[config.mk]
export PLATFORM = sky130hd
export DESIGN_NAME = dcil_top
export DESIGN_NICKNAME = d
export VERILOG_FILES = /design/src/rtl/dcil_pkg.sv /design/src/rtl/dcil_top.sv
export SDC_FILE = /design/constraint.sdc
export NUM_CORES = 1
export LEC_CHECK = 0
export BUFFER_PORTS_ARGS = -buffer_cell sky130_fd_sc_hd__clkbuf_2
export CAP_MARGIN = 20
export CORE_MARGIN = 4
export CORE_UTILIZATION = 40
export CTS_BUF_LIST = sky130_fd_sc_hd__clkbuf_8
export DETAILED_ROUTE_END_ITERATION = 12
export SYNTH_ARGS = -nofsm -noshare
export SYNTH_HDL_FRONTEND = slang
export SYNTH_SLANG_ARGS = --single-unit
[constraint.sdc]
create_clock -name ref_clk -period 3.7 [get_ports ref_clk]
set_input_delay 0.185 -clock ref_clk [delete_from_list [all_inputs] [get_ports ref_clk]]
set_output_delay 0.185 -clock ref_clk [all_outputs]
set_load 0.1 [all_outputs]
[src/rtl/dcil_pkg.sv]
// Package: constants and carrier types for the drive command input logic
package dcil_pkg;

    // ==========================================
    // Command source selector codes
    localparam logic [2:0] DCIL_CMD_FACTORY  = 3'h0;
    localparam logic [2:0] DCIL_CMD_DIGITAL  = 3'h2;
    localparam logic [2:0] DCIL_CMD_SERIAL   = 3'h4;
    localparam logic [2:0] DCIL_CMD_FIELDBUS = 3'h6;

    // ==========================================
    // Wire method selector
    localparam logic [1:0] DCIL_WIRE_3W_M2   = 2'h3;

    // ==========================================
    // Input function codes
    localparam logic [6:0] DCIL_FN_DISABLED  = 7'h00;
    localparam logic [6:0] DCIL_FN_ON_RSTOP  = 7'h01;
    localparam logic [6:0] DCIL_FN_REV_ON    = 7'h02;
    localparam logic [6:0] DCIL_FN_COAST     = 7'h03;
    localparam logic [6:0] DCIL_FN_QUICK     = 7'h04;
    localparam logic [6:0] DCIL_FN_FAULT_ACK = 7'h09;
    localparam logic [6:0] DCIL_FN_JOG_R     = 7'h0A;
    localparam logic [6:0] DCIL_FN_JOG_L     = 7'h0B;
    localparam logic [6:0] DCIL_FN_REVERSE   = 7'h0C;
    localparam logic [6:0] DCIL_FN_POT_UP    = 7'h0D;
    localparam logic [6:0] DCIL_FN_POT_DOWN  = 7'h0E;
    localparam logic [6:0] DCIL_FN_FF_BIT0   = 7'h0F;
    localparam logic [6:0] DCIL_FN_FF_BIT3   = 7'h12;
    localparam logic [6:0] DCIL_FN_HALT_SRC1 = 7'h16;
    localparam logic [6:0] DCIL_FN_HALT_SRC2 = 7'h17;
    localparam logic [6:0] DCIL_FN_HALT_OVR  = 7'h18;
    localparam logic [6:0] DCIL_FN_DC_BRAKE  = 7'h19;
    localparam logic [6:0] DCIL_FN_PID_EN    = 7'h1B;
    localparam logic [6:0] DCIL_FN_EXT_TRIP  = 7'h1D;
    localparam logic [6:0] DCIL_FN_NO_ADDSP  = 7'h21;
    localparam logic [6:0] DCIL_FN_ROUTED    = 7'h63;

    // ==========================================
    // Factory input functions
    localparam logic [6:0] DCIL_RST_FN0      = DCIL_FN_ON_RSTOP;
    localparam logic [6:0] DCIL_RST_FN1      = DCIL_FN_REVERSE;
    localparam logic [6:0] DCIL_RST_FN2      = DCIL_FN_FAULT_ACK;
    localparam logic [6:0] DCIL_RST_FN3      = DCIL_FN_FF_BIT0;

    // ==========================================
    // Setpoint source selector codes
    localparam logic [2:0] DCIL_SP_NONE      = 3'h0;
    localparam logic [2:0] DCIL_SP_POT       = 3'h1;
    localparam logic [2:0] DCIL_SP_ANALOG    = 3'h2;
    localparam logic [2:0] DCIL_SP_FIXED     = 3'h3;
    localparam logic [2:0] DCIL_SP_SERIAL    = 3'h4;
    localparam logic [2:0] DCIL_SP_FIELDBUS  = 3'h6;

    localparam logic [1:0] DCIL_ACCESS_EXT   = 2'h2;

    // ==========================================
    // Types
    typedef enum logic [1:0] {
        DCIL_ST_IDLE = 2'b00,
        DCIL_ST_RUN  = 2'b01,
        DCIL_ST_STOP = 2'b10
    } dcil_mode_e;

    typedef struct packed {
        logic ramp_stop;
        logic coast_stop;
        logic quick_ramp_stop;
        logic fault_ack;
        logic jog_right;
        logic jog_left;
        logic pot_up;
        logic pot_down;
        logic halt_src1;
        logic halt_src2;
        logic halt_override;
        logic dc_brake;
        logic pid_enable;
        logic ext_trip;
        logic no_add_setpoint;
    } dcil_func_s;

    typedef struct packed {
        logic run_on;
        logic dir_reverse;
        logic accel_pulse;
        logic reverse_pulse;
        logic cmd_digital;
        logic cmd_serial;
        logic cmd_fieldbus;
        logic cmd_factory;
    } dcil_cmd_s;

    typedef struct packed {
        logic [3:0]   din;
        logic [3:0]   din_prev;
        logic [6:0]   fn0;
        logic [6:0]   fn1;
        logic [6:0]   fn2;
        logic [6:0]   fn3;
        logic [3:0]   routed;
        dcil_mode_e   mode;
        logic         dir;
        dcil_func_s   func;
        logic [3:0]   ff_sel;
        logic [3:0]   routed_din;
        dcil_cmd_s    cmd;
        logic [5:0]   sp_onehot;
        logic [2:0]   cmd_src;
    } dcil_state_s;

endpackage

[src/rtl/dcil_top.sv]
// Drive command input logic: command source, input functions, three-wire method 2
`timescale 1ns/1ps
// Function
// Enable is a level; dropping it stops
// Start only on run rising edge
// Reverse level gives commanded direction
// Enable low: ignore run, ramp-stop if rotating
// Stationary run edge: accelerate, direction from reverse
// Rotating, run low: reverse edges reverse motor
// Method 2 when wire 3, source digital
// Configure inputs 0,1,2 as enable/start/reverse; factory functions give them codes 1, 12 and 9 instead
// Decode command source selector 0/2/4/6
// Fieldbus variant defaults command source to 6
// Factory input functions after factory reset
// Decode function codes 0 to 4
// Decode function codes 9 to 14
// Codes 15-18 drive fixed-frequency bits 0-3
// Decode quick-stop, brake, PID, trip codes
// Code 99 inputs routed by outside configuration
// Code 99 locked until factory restore
// Decode setpoint source selector
// Function changes only at access level 2
// Sample inputs; edges from previous sample
// Stationary status input picks behaviour
module dcil_top #(
    parameter bit HAS_FIELDBUS = 1'b1
) (
    input  wire logic                  ref_clk,
    input  wire logic                  reset,
    input  wire logic [3:0]            digital_in,
    input  wire logic                  motor_stationary,
    input  wire logic [2:0]            command_source_sel,
    input  wire logic [1:0]            wire_method_sel,
    input  wire logic [2:0]            setpoint_source_sel,
    input  wire logic [1:0]            param_access_level,
    input  wire logic                  fn_write,
    input  wire logic [1:0]            fn_write_index,
    input  wire logic [6:0]            fn_write_value,
    input  wire logic                  factory_restore,
    output logic [6:0]                 input0_function_sel,
    output logic [6:0]                 input1_function_sel,
    output logic [6:0]                 input2_function_sel,
    output logic [6:0]                 input3_function_sel,
    output logic                       fn_write_refused,
    output logic [2:0]                 command_source_eff,
    output dcil_pkg::dcil_cmd_s        cmd_out,
    output dcil_pkg::dcil_func_s       func_out,
    output logic [3:0]                 fixed_freq_sel,
    output logic [3:0]                 routed_inputs,
    output logic [5:0]                 setpoint_source_onehot,
    output logic                       method2_active
);
    import dcil_pkg::*;

    dcil_state_s s_r;
    dcil_state_s s_nxt;
    logic        refused_r;
    logic        refused_nxt;

    logic [6:0]  fn     [4];
    logic [3:0]  rise;
    logic [3:0]  fall;
    logic [2:0]  src_eff;
    logic        m2;
    logic        en_lvl;
    logic        run_rise;
    logic        rev_lvl;
    logic        rev_rise;
    logic        rev_fall;
    logic        run_lvl;
    logic        lock;

    // ==========================================
    // Command source and method selection
    always_comb begin
        fn[0] = s_r.fn0;
        fn[1] = s_r.fn1;
        fn[2] = s_r.fn2;
        fn[3] = s_r.fn3;
        // Fieldbus variant default
        if (command_source_sel == DCIL_CMD_FACTORY) begin
            src_eff = HAS_FIELDBUS ? DCIL_CMD_FIELDBUS : DCIL_CMD_DIGITAL;
        end else begin
            src_eff = command_source_sel;
        end
        // Method 2 selection
        m2 = (wire_method_sel == DCIL_WIRE_3W_M2) && (src_eff == DCIL_CMD_DIGITAL);
        // Edge detection
        rise = s_r.din & ~s_r.din_prev;
        fall = ~s_r.din & s_r.din_prev;
    end

    // Role gathering is an OR over inputs, so input 3 may stand in for any role
    always_comb begin
        en_lvl   = 1'b0;
        run_lvl  = 1'b0;
        run_rise = 1'b0;
        rev_lvl  = 1'b0;
        rev_rise = 1'b0;
        rev_fall = 1'b0;
        for (int i = 0; i < 4; i++) begin
            if (fn[i] == DCIL_FN_REV_ON) begin
                en_lvl = en_lvl | s_r.din[i];
            end
            if (fn[i] == DCIL_FN_ON_RSTOP) begin
                run_lvl  = run_lvl | s_r.din[i];
                run_rise = run_rise | rise[i];
            end
            if (fn[i] == DCIL_FN_REVERSE) begin
                rev_lvl  = rev_lvl | s_r.din[i];
                rev_rise = rev_rise | rise[i];
                rev_fall = rev_fall | fall[i];
            end
        end
    end

    always_comb begin
        s_nxt       = s_r;
        refused_nxt = 1'b0;
        lock        = 1'b0;
        // Input sampling
        s_nxt.din      = digital_in;
        s_nxt.din_prev = s_r.din;
        s_nxt.cmd_src  = src_eff;

        // ==========================================
        // Function selector writes
        if (factory_restore) begin
            // Factory input functions
            s_nxt.fn0 = DCIL_RST_FN0;
            s_nxt.fn1 = DCIL_RST_FN1;
            s_nxt.fn2 = DCIL_RST_FN2;
            s_nxt.fn3 = DCIL_RST_FN3;
        end else if (fn_write) begin
            // Routed code is locked
            lock = (fn[fn_write_index] == DCIL_FN_ROUTED);
            // Extended access needed
            if (param_access_level != DCIL_ACCESS_EXT || lock) begin
                refused_nxt = 1'b1;
            end else begin
                case (fn_write_index)
                    2'd0:    s_nxt.fn0 = fn_write_value;
                    2'd1:    s_nxt.fn1 = fn_write_value;
                    2'd2:    s_nxt.fn2 = fn_write_value;
                    default: s_nxt.fn3 = fn_write_value;
                endcase
            end
        end

        // ==========================================
        // Per-input function decode
        s_nxt.func   = '0;
        s_nxt.ff_sel = 4'h0;
        s_nxt.routed = 4'h0;
        for (int i = 0; i < 4; i++) begin
            case (fn[i])
                // Basic stop codes
                DCIL_FN_COAST:     s_nxt.func.coast_stop      = s_nxt.func.coast_stop | s_r.din[i];
                DCIL_FN_QUICK:     s_nxt.func.quick_ramp_stop = s_nxt.func.quick_ramp_stop | s_r.din[i];
                // Jog, ack, pot codes
                DCIL_FN_FAULT_ACK: s_nxt.func.fault_ack       = s_nxt.func.fault_ack | s_r.din[i];
                DCIL_FN_JOG_R:     s_nxt.func.jog_right       = s_nxt.func.jog_right | s_r.din[i];
                DCIL_FN_JOG_L:     s_nxt.func.jog_left        = s_nxt.func.jog_left | s_r.din[i];
                DCIL_FN_POT_UP:    s_nxt.func.pot_up          = s_nxt.func.pot_up | s_r.din[i];
                DCIL_FN_POT_DOWN:  s_nxt.func.pot_down        = s_nxt.func.pot_down | s_r.din[i];
                // Halt, brake, trip codes
                DCIL_FN_HALT_SRC1: s_nxt.func.halt_src1       = s_nxt.func.halt_src1 | s_r.din[i];
                DCIL_FN_HALT_SRC2: s_nxt.func.halt_src2       = s_nxt.func.halt_src2 | s_r.din[i];
                DCIL_FN_HALT_OVR:  s_nxt.func.halt_override   = s_nxt.func.halt_override | s_r.din[i];
                DCIL_FN_DC_BRAKE:  s_nxt.func.dc_brake        = s_nxt.func.dc_brake | s_r.din[i];
                DCIL_FN_PID_EN:    s_nxt.func.pid_enable      = s_nxt.func.pid_enable | s_r.din[i];
                DCIL_FN_EXT_TRIP:  s_nxt.func.ext_trip        = s_nxt.func.ext_trip | s_r.din[i];
                DCIL_FN_NO_ADDSP:  s_nxt.func.no_add_setpoint = s_nxt.func.no_add_setpoint | s_r.din[i];
                // Raw input for outside routing
                DCIL_FN_ROUTED:    s_nxt.routed[i]            = 1'b1;
                default: begin
                end
            endcase
            // Fixed-frequency bits
            if (fn[i] >= DCIL_FN_FF_BIT0 && fn[i] <= DCIL_FN_FF_BIT3) begin
                s_nxt.ff_sel[fn[i][1:0] - DCIL_FN_FF_BIT0[1:0]] = s_nxt.ff_sel[fn[i][1:0] - DCIL_FN_FF_BIT0[1:0]]
                                                                 | s_r.din[i];
            end
        end
        s_nxt.routed_din = s_r.din & s_r.routed;

        // ==========================================
        // Run command generation
        s_nxt.cmd.accel_pulse   = 1'b0;
        s_nxt.cmd.reverse_pulse = 1'b0;
        // Command source decode
        s_nxt.cmd.cmd_digital  = (src_eff == DCIL_CMD_DIGITAL);
        s_nxt.cmd.cmd_serial   = (src_eff == DCIL_CMD_SERIAL);
        s_nxt.cmd.cmd_fieldbus = (src_eff == DCIL_CMD_FIELDBUS);
        s_nxt.cmd.cmd_factory  = (src_eff == DCIL_CMD_FACTORY);
        if (m2) begin
            case (s_r.mode)
                DCIL_ST_IDLE: begin
                    // Edge-started run
                    if (en_lvl && run_rise && motor_stationary) begin
                        // Direction from reverse level
                        s_nxt.dir             = rev_lvl;
                        s_nxt.mode            = DCIL_ST_RUN;
                        s_nxt.cmd.accel_pulse = 1'b1;
                    end
                end
                DCIL_ST_RUN: begin
                    // Enable drop stops
                    if (!en_lvl) begin
                        s_nxt.mode = DCIL_ST_STOP;
                    // Reverse while rotating
                    end else if (!motor_stationary && !run_lvl && (rev_rise || rev_fall)) begin
                        // Reverse level is direction
                        s_nxt.dir               = rev_rise;
                        s_nxt.cmd.reverse_pulse = 1'b1;
                    end
                end
                DCIL_ST_STOP: begin
                    // Ramp to standstill, inputs ignored
                    // Standstill ends the stop
                    if (motor_stationary) begin
                        s_nxt.mode = DCIL_ST_IDLE;
                    end
                end
                default: s_nxt.mode = DCIL_ST_IDLE;
            endcase
        end else begin
            s_nxt.mode = DCIL_ST_IDLE;
        end
        s_nxt.cmd.run_on      = (s_nxt.mode == DCIL_ST_RUN);
        s_nxt.cmd.dir_reverse = s_nxt.dir;
        s_nxt.func.ramp_stop  = m2 && (s_nxt.mode == DCIL_ST_STOP);

        // ==========================================
        // Setpoint source decode
        s_nxt.sp_onehot = 6'h00;
        case (setpoint_source_sel)
            DCIL_SP_NONE:     s_nxt.sp_onehot = 6'h01;
            DCIL_SP_POT:      s_nxt.sp_onehot = 6'h02;
            DCIL_SP_ANALOG:   s_nxt.sp_onehot = 6'h04;
            DCIL_SP_FIXED:    s_nxt.sp_onehot = 6'h08;
            DCIL_SP_SERIAL:   s_nxt.sp_onehot = 6'h10;
            DCIL_SP_FIELDBUS: s_nxt.sp_onehot = 6'h20;
            default:          s_nxt.sp_onehot = 6'h00;
        endcase
    end

    // ==========================================
    // State register
    always_ff @(posedge ref_clk or posedge reset) begin
        if (reset) begin
            s_r       <= '0;
            s_r.fn0   <= DCIL_RST_FN0;
            s_r.fn1   <= DCIL_RST_FN1;
            s_r.fn2   <= DCIL_RST_FN2;
            s_r.fn3   <= DCIL_RST_FN3;
            s_r.mode  <= DCIL_ST_IDLE;
            refused_r <= 1'b0;
        end else begin
            s_r       <= s_nxt;
            refused_r <= refused_nxt;
        end
    end

    assign input0_function_sel    = s_r.fn0;
    assign input1_function_sel    = s_r.fn1;
    assign input2_function_sel    = s_r.fn2;
    assign input3_function_sel    = s_r.fn3;
    assign fn_write_refused       = refused_r;
    assign command_source_eff     = s_r.cmd_src;
    assign cmd_out                = s_r.cmd;
    assign func_out               = s_r.func;
    assign fixed_freq_sel         = s_r.ff_sel;
    assign routed_inputs          = s_r.routed_din;
    assign setpoint_source_onehot = s_r.sp_onehot;
    assign method2_active         = (s_r.cmd_src == DCIL_CMD_DIGITAL) && (wire_method_sel == DCIL_WIRE_3W_M2);
endmodule

==> flow_summary.toml, run 1 <==
[logic_synthesis]
yosysMostFrequentCell = "dfrtp_1"
synthFlopType = "dfrtp_1"
avgSynthCellArea_um2 = 9.64
yosysSeqAreaShare_pct = 40.4
yosys.area.top_type = "dfrtp_1"
synth_area_leaders = "dfrtp_1, buf_4, mux2i_1, dfstp_2, nor2_1"
synth_commonest_cells = "dfrtp_1, buf_4, nor2_1"
synthDistinctLibCells = 77
syn_nets = 576
ys_ff_latch = 83
synth_edf_count = 0
async_flop_share_pct = 100
yosys_warnings = 0
syn-instance-count = 536
synth_top_area_share_pct = 35.9
synth_area_mm2 = 0.00516

[sta]
report.final.slew_viol_count = 0
finClkSkew_ns = 0.0124
rsz0062_at_grt = "no"
tightest_slew_ns = 0.979
setup_tns_ns = 0
fin_crit_ns = 2.99
maxSlewHeadroom_pct = 34.2
setup_viol = 0
min_period_over_period_pct = 80.8
whs_ns = 0.0274
finalHoldViolCount = 0
max_freq_ghz = 0.334

[worst_setup_path]
path_buf_inv = 1
cpLargestDelayFamily = "compound AO/OA/AOI/OAI gates"
worst_path_max_delay_cell = "dfrtp_1"
arrival_ns = 3.24
slowest_delay_ns = 0.51
end_kind = "flop"
critical_path.cell_chain = "inv_1 -> ha_1 -> nand2b_1 -> a32o_2 -> a31oi_1 -> a221o_1 -> a22o_1 -> a311oi_1 -> o41ai_2 -> o21ai_1"
crit_type = "reg2reg"
critPathLaunchType = "flop"
critPathMaxFanout = 9
required_ns = 3.95

[finish]
fillers = 1256
drive_above_1_share_pct = 26.6
area_growth_pct = 8.16
nets = 606
antenna_cells = 0
fin_cells = 743

[clocking]
htreeDepth = 3
ctsResizeCount = 0
cts_buffers = 9
clk_path_buf_depth = 2
clockRootBuffer = "clkbuf_8"
clkSinkCount = 83
clk_latency_ns = 0.38
cts_tree = "yes"
clkTransAtPathRegs_ns = 0.08

[detailed_routing]
wl_mm = 15.0
via_count = 4203
drtIter0Drc = 311
met3RoutedLength_mm = 1.09
ant_nets = 0
route.detailed.drc = 0
dr.pass1.iters = 4
wl_met1_mm = 6.48
top_layer = "met4"
routed_via_density = 5.66
wl_per_cell_um = 20.2
wl_met2_mm = 6.94

[placement]
numPortBuffers = 97
gp_congestion = 1.03
post-dp-hpwl_mm = 11.4
dp_cells = 721

[flow_run]
cap_violations = 0

[floorplan]
coreArea_mm2 = 0.0126
die_x_um = 122
io_pins = 98
start_util_pct = 40.9
placementRows = 41
fp.dieH_um = 122
dieArea_mm2 = 0.0148

[global_route]
grt_max_degree = 47
overflow = 0
grt_usage_pct = 21.1
grt_pass1_wl_mm = 23.8
antenna_found_initial = 0
first_global_vias = 4247

[outcome]
status = "completed"

[power_and_ir_drop]
p_leak_uw = 0.00259
powerDensity_mw_per_mm2 = 351
irDropWorstVdd_uv = 214

[worst_hold_path]
hp-class = "in2reg"
-- where the power goes --
part	leakage, uW	switching (uW)	internal (uW)
Clock	0.000108	333	398
Combinational	0.00140	215	63.4
Sequential	0.00109	25.3	928
-- kinds of logic (layout without fill, tap and decap cells) --
kind of cell / count (synthesis) / count (layout) / synth area share (%)
compound gates: 78 / 78 / 12.3
fa+ha+maj: 12 / 12 / 2.91
xor+xnor: 2 / 2 / 0.339
buf+inv: 111 / 146 / 13.5
simple gates: 224 / 224 / 25.3
other cells: 1 / 1 / 0.0726
mux: 25 / 25 / 5.09
flops: 83 / 83 / 40.4
-- path summary, 6_finish.rpt --
kind,from,to,slack [ns],cells after the start
max reg2reg,input1_function_sel[0]$_DFFE_PP0P_,fixed_freq_sel[0]$_DFF_PP0_,0.71,10
max in group asynchronous,reset,func_out[11]$_DFF_PP0_,2.26,4
min,command_source_sel[1],cmd_out[2]$_DFF_PP0_,0.03,2
min in group asynchronous,reset,s_r[75]$_DFF_PP0_,0.42,3
max,input1_function_sel[0]$_DFFE_PP0P_,fixed_freq_sel[0]$_DFF_PP0_,0.71,10
min reg2reg,s_r[44]$_DFF_PP0_,routed_inputs[1]$_DFF_PP0_,0.47,1
-- layout make-up --
type | instances | area (um2) | area share (%)
flip-flops and latches | 83 | 2090 | 37.4
repair buffers | 111 | 606 | 10.8
multi-input cells | 342 | 2380 | 42.6
well taps | 172 | 215 | 3.85
inverters | 19 | 72.6 | 1.30
clock inverters | 6 | 88.8 | 1.59
clock buffers | 10 | 138 | 2.46
-- placed cells by master (no fill, tap or decap), drive strengths merged, types with 4 or more instances in the layout --
master         n
and2          13
clkbuf       107
nand4b         6
a21oi          4
nor3b         10
o21ai          8
nor3          12
nand2         36
nand3         29
and3b          5
nor2b          7
nand2b         5
nor2          52
nor4b          8
a31oi          5
a211o          4
buf            8
a221o          8
ha            12
a22oi          6
dfrtp         74
nand4         15
a32oi          7
inv           18
dfstp          9
dlygate4sd3    6
and3          11
mux2i         24
o211ai         4
o22ai          5
-- metal layers --
metal | global-route usage (%) | up-vias
met5 | 0 | -
met4 | 8.96 | 0
met3 | 3.44 | 34
met2 | 33.3 | 212
met1 | 28.7 | 2035
li1 | - | 1922
-- flip-flops by register name (all words and copies together), names as in the netlist --
name	flops
routed_inputs	4
setpoint_source_onehot	6
command_source_eff	3
fn_write_refused	1
cmd_out	8
input1_function_sel	7
fixed_freq_sel	4
s_nxt	4
input3_function_sel	7
s_r	10
func_out	15
input0_function_sel	7
input2_function_sel	7
-- through the flow --
step	power (uW)	util, %	instance area [um2]	setup slack (ns)
2_1_floorplan	1190	-	5160	1.17
3_3_place_gp	1240	42.0	5300	0.834
3_5_place_dp	1240	42.0	5300	0.742
4_1_cts	1990	44.3	5590	0.709
5_1_grt	2040	44.3	5590	0.464
6_report	1960	44.3	5590	0.709
-- what timing repair did --
action                                 in CTS  in global routing
buffers inserted                            0                  0
endpoints found under the hold margin      33                  0
hold buffers                                6                  0
No activity file was read; power rests on OpenSTA's default activity.
==> run 2, diff against run 1 <==
Clock period 3.7 ns to 2.85 ns, I/O delays scaled along.
==> run 2 against run 1 <==
Via count increased by 3.7%. Largest cell class unchanged. First-iteration DRC count increased by 16%. Largest power group unchanged. Total power increased by 25%. Utilization increased by 2.0 points. Fmax increased by 11%. Die area unchanged.
==> flow_summary.toml, run 2 (synthesized netlist as in run 1, its figures left out) <==
[detailed_routing]
route.detailed.drc = 0
via_count = 4359
dr.pass1.iters = 4
wl_per_cell_um = 20.0
ant_nets = 0
wl_mm = 15.5
drtIter0Drc = 362
routed_via_density = 5.62

[worst_setup_path]
required_ns = 3.15
worst_path_max_delay_cell = "dfrtp_1"
end_kind = "flop"
crit_top_cell = "buf_4"
reg2reg_slack_ns = 0.15
crit_type = "reg2reg"
arrival_ns = 3.01
slowest_delay_ns = 0.37
critPathMaxFanout = 5
critical_path.cell_chain = "inv_2 -> ha_1 -> buf_4 -> nor2_1 -> a32oi_1 -> a221oi_2 -> buf_4 -> and4bb_1 -> a2bb2oi_1 -> a311oi_2 -> o41ai_2 -> buf_4 -> o21ai_1"
critPathLaunchType = "flop"

[sta]
fin_crit_ns = 2.70
setup_viol = 0
tightest_slew_ns = 1.05
rsz0062_at_grt = "no"
maxSlewHeadroom_pct = 29.2
report.final.slew_viol_count = 0
finClkSkew_ns = 0.0114
max_freq_ghz = 0.370
setup_tns_ns = 0
finalHoldViolCount = 0
min_period_over_period_pct = 94.9

[worst_hold_path]
hp-class = "in2reg"

[power_and_ir_drop]
irDropWorstVdd_uv = 204
p_int_uw = 1700
power.share.clock_pct = 33.6
powerDensity_mw_per_mm2 = 419
switching_power_uw = 747
sw_frac_of_total_pct = 30.5
p_leak_uw = 0.00276
power_frac_comb_pct = 16.1
seq_power_share_pct = 50.3

[floorplan]
placementRows = 41
coreArea_mm2 = 0.0126
die_x_um = 122
dieArea_mm2 = 0.0148
io_pins = 98
fp.dieH_um = 122
start_util_pct = 40.9

[global_route]
first_global_vias = 4325
grt_usage_pct = 21.4
grt_pass1_wl_mm = 24.2
antenna_found_initial = 0
overflow = 0
grt_max_degree = 51

[finish]
layout_commonest_cell = "clkbuf_2"
layout.area.seq_mm2 = 0.00209
area_growth_pct = 13.0
fin_cells = 776
largest_register_ff_count = 15
nets = 639
antenna_cells = 0
multi_input_area_mm2 = 0.00239
final_cell_mix = "clkbuf_2, dfrtp_1, nor2_1, nand2_1, buf_4"
drive_above_1_share_pct = 30.0
fillers = 1230

[clocking]
clk_path_buf_depth = 2
cts_buffers = 9
clkTransAtPathRegs_ns = 0.08
clkSinkCount = 83
htreeDepth = 3
cts_tree = "yes"
clk_latency_ns = 0.38
clockRootBuffer = "clkbuf_8"

[placement]
numPortBuffers = 97
dp_cells = 747
gp_congestion = 0.961
post-dp-hpwl_mm = 11.8

[flow_run]
cap_violations = 0

[outcome]
status = "completed"
-- run 2: cell count changes in the layout (fill, tap and decap cells not counted), sizes merged --
cell         previous run  this run
clkbuf                107       106
buf                     8        35
inv                    18        20
dlygate4sd3             6        12
bufinv                  2         1
-- run 2: power by group through the flow --
| stage | logic (uW) | clock network, uW | registers [uW] |
|---|---|---|---|
| CTS | 394 | 854 | 1230 |
| global route | 419 | 901 | 1230 |
| floorplan | 294 | 0 | 1250 |
| global placement | 378 | 0 | 1250 |
| finish | 395 | 822 | 1230 |
| detailed placement | 381 | 0 | 1250 |
-- run 2: layout make-up --
cell class / count / area share, %
multi-input cells: 342 / 41.0
flip-flops and latches: 83 / 35.8
repair buffers: 144 / 15.1
well taps: 172 / 3.69
clock buffers: 9 / 2.12
inverters: 19 / 1.24
clock inverters: 7 / 1.07
-- run 2: metal layers --
layer / up-vias / share of wire, % / global-route usage, %
li1: 1989 / - / -
met3: 30 / 7.9 / 5.34
met1: 2120 / 43 / 28.5
met5: - / 0 / 0
met4: 0 / 2.5 / 7.42
met2: 220 / 47 / 34.1
-- run 2: worst max-delay path, delay by kind of cell (launching register included) --
kind | cells | cell delay (ns)
simple gates | 2 | 0.30
compound gates | 6 | 1.05
buf+inv | 4 | 0.59
flops | 1 | 0.37
fa+ha+maj | 1 | 0.32
-- run 2: stage by stage --
step                      instance area [um2]  hold WS [ns]  total power, uW  util, %  setup WS [ns]
after floorplan                          5160         0.174             1540        -          0.318
after global placement                   5510         0.216             1630     43.6          0.243
after detailed placement                 5510         0.224             1630     43.6          0.121
after CTS                                5810        0.0106             2480     46.1          0.101
after global routing                     5840        0.0216             2550     46.3         0.0345
final                                    5840        0.0305             2450     46.3          0.145
-- run 2: final timing paths --
check                      depth (start not counted)                                  end                          startpoint
min in group asynchronous                          3   input3_function_sel[4]$_DFFE_PP0P_                               reset
max in group asynchronous                          4  setpoint_source_onehot[5]$_DFF_PP0_                               reset
max reg2reg                                       13          fixed_freq_sel[3]$_DFF_PP0_  input1_function_sel[0]$_DFFE_PP0P_
min reg2reg                                        1           routed_inputs[1]$_DFF_PP0_                   s_r[44]$_DFF_PP0_
max                                               13          fixed_freq_sel[3]$_DFF_PP0_  input1_function_sel[0]$_DFFE_PP0P_
min                                                2      command_source_eff[2]$_DFF_PP0_               command_source_sel[2]
-- run 2: repair_timing --
| item | 4_1_cts | 5_1_grt |
|---|---|---|
| hold buffers | 12 | 0 |
| resized for setup | 0 | 4 |
| setup endpoints to repair | 0 | 4 |
| hold endpoints to repair | 36 | 0 |
| buffers inserted | 0 | 1 |
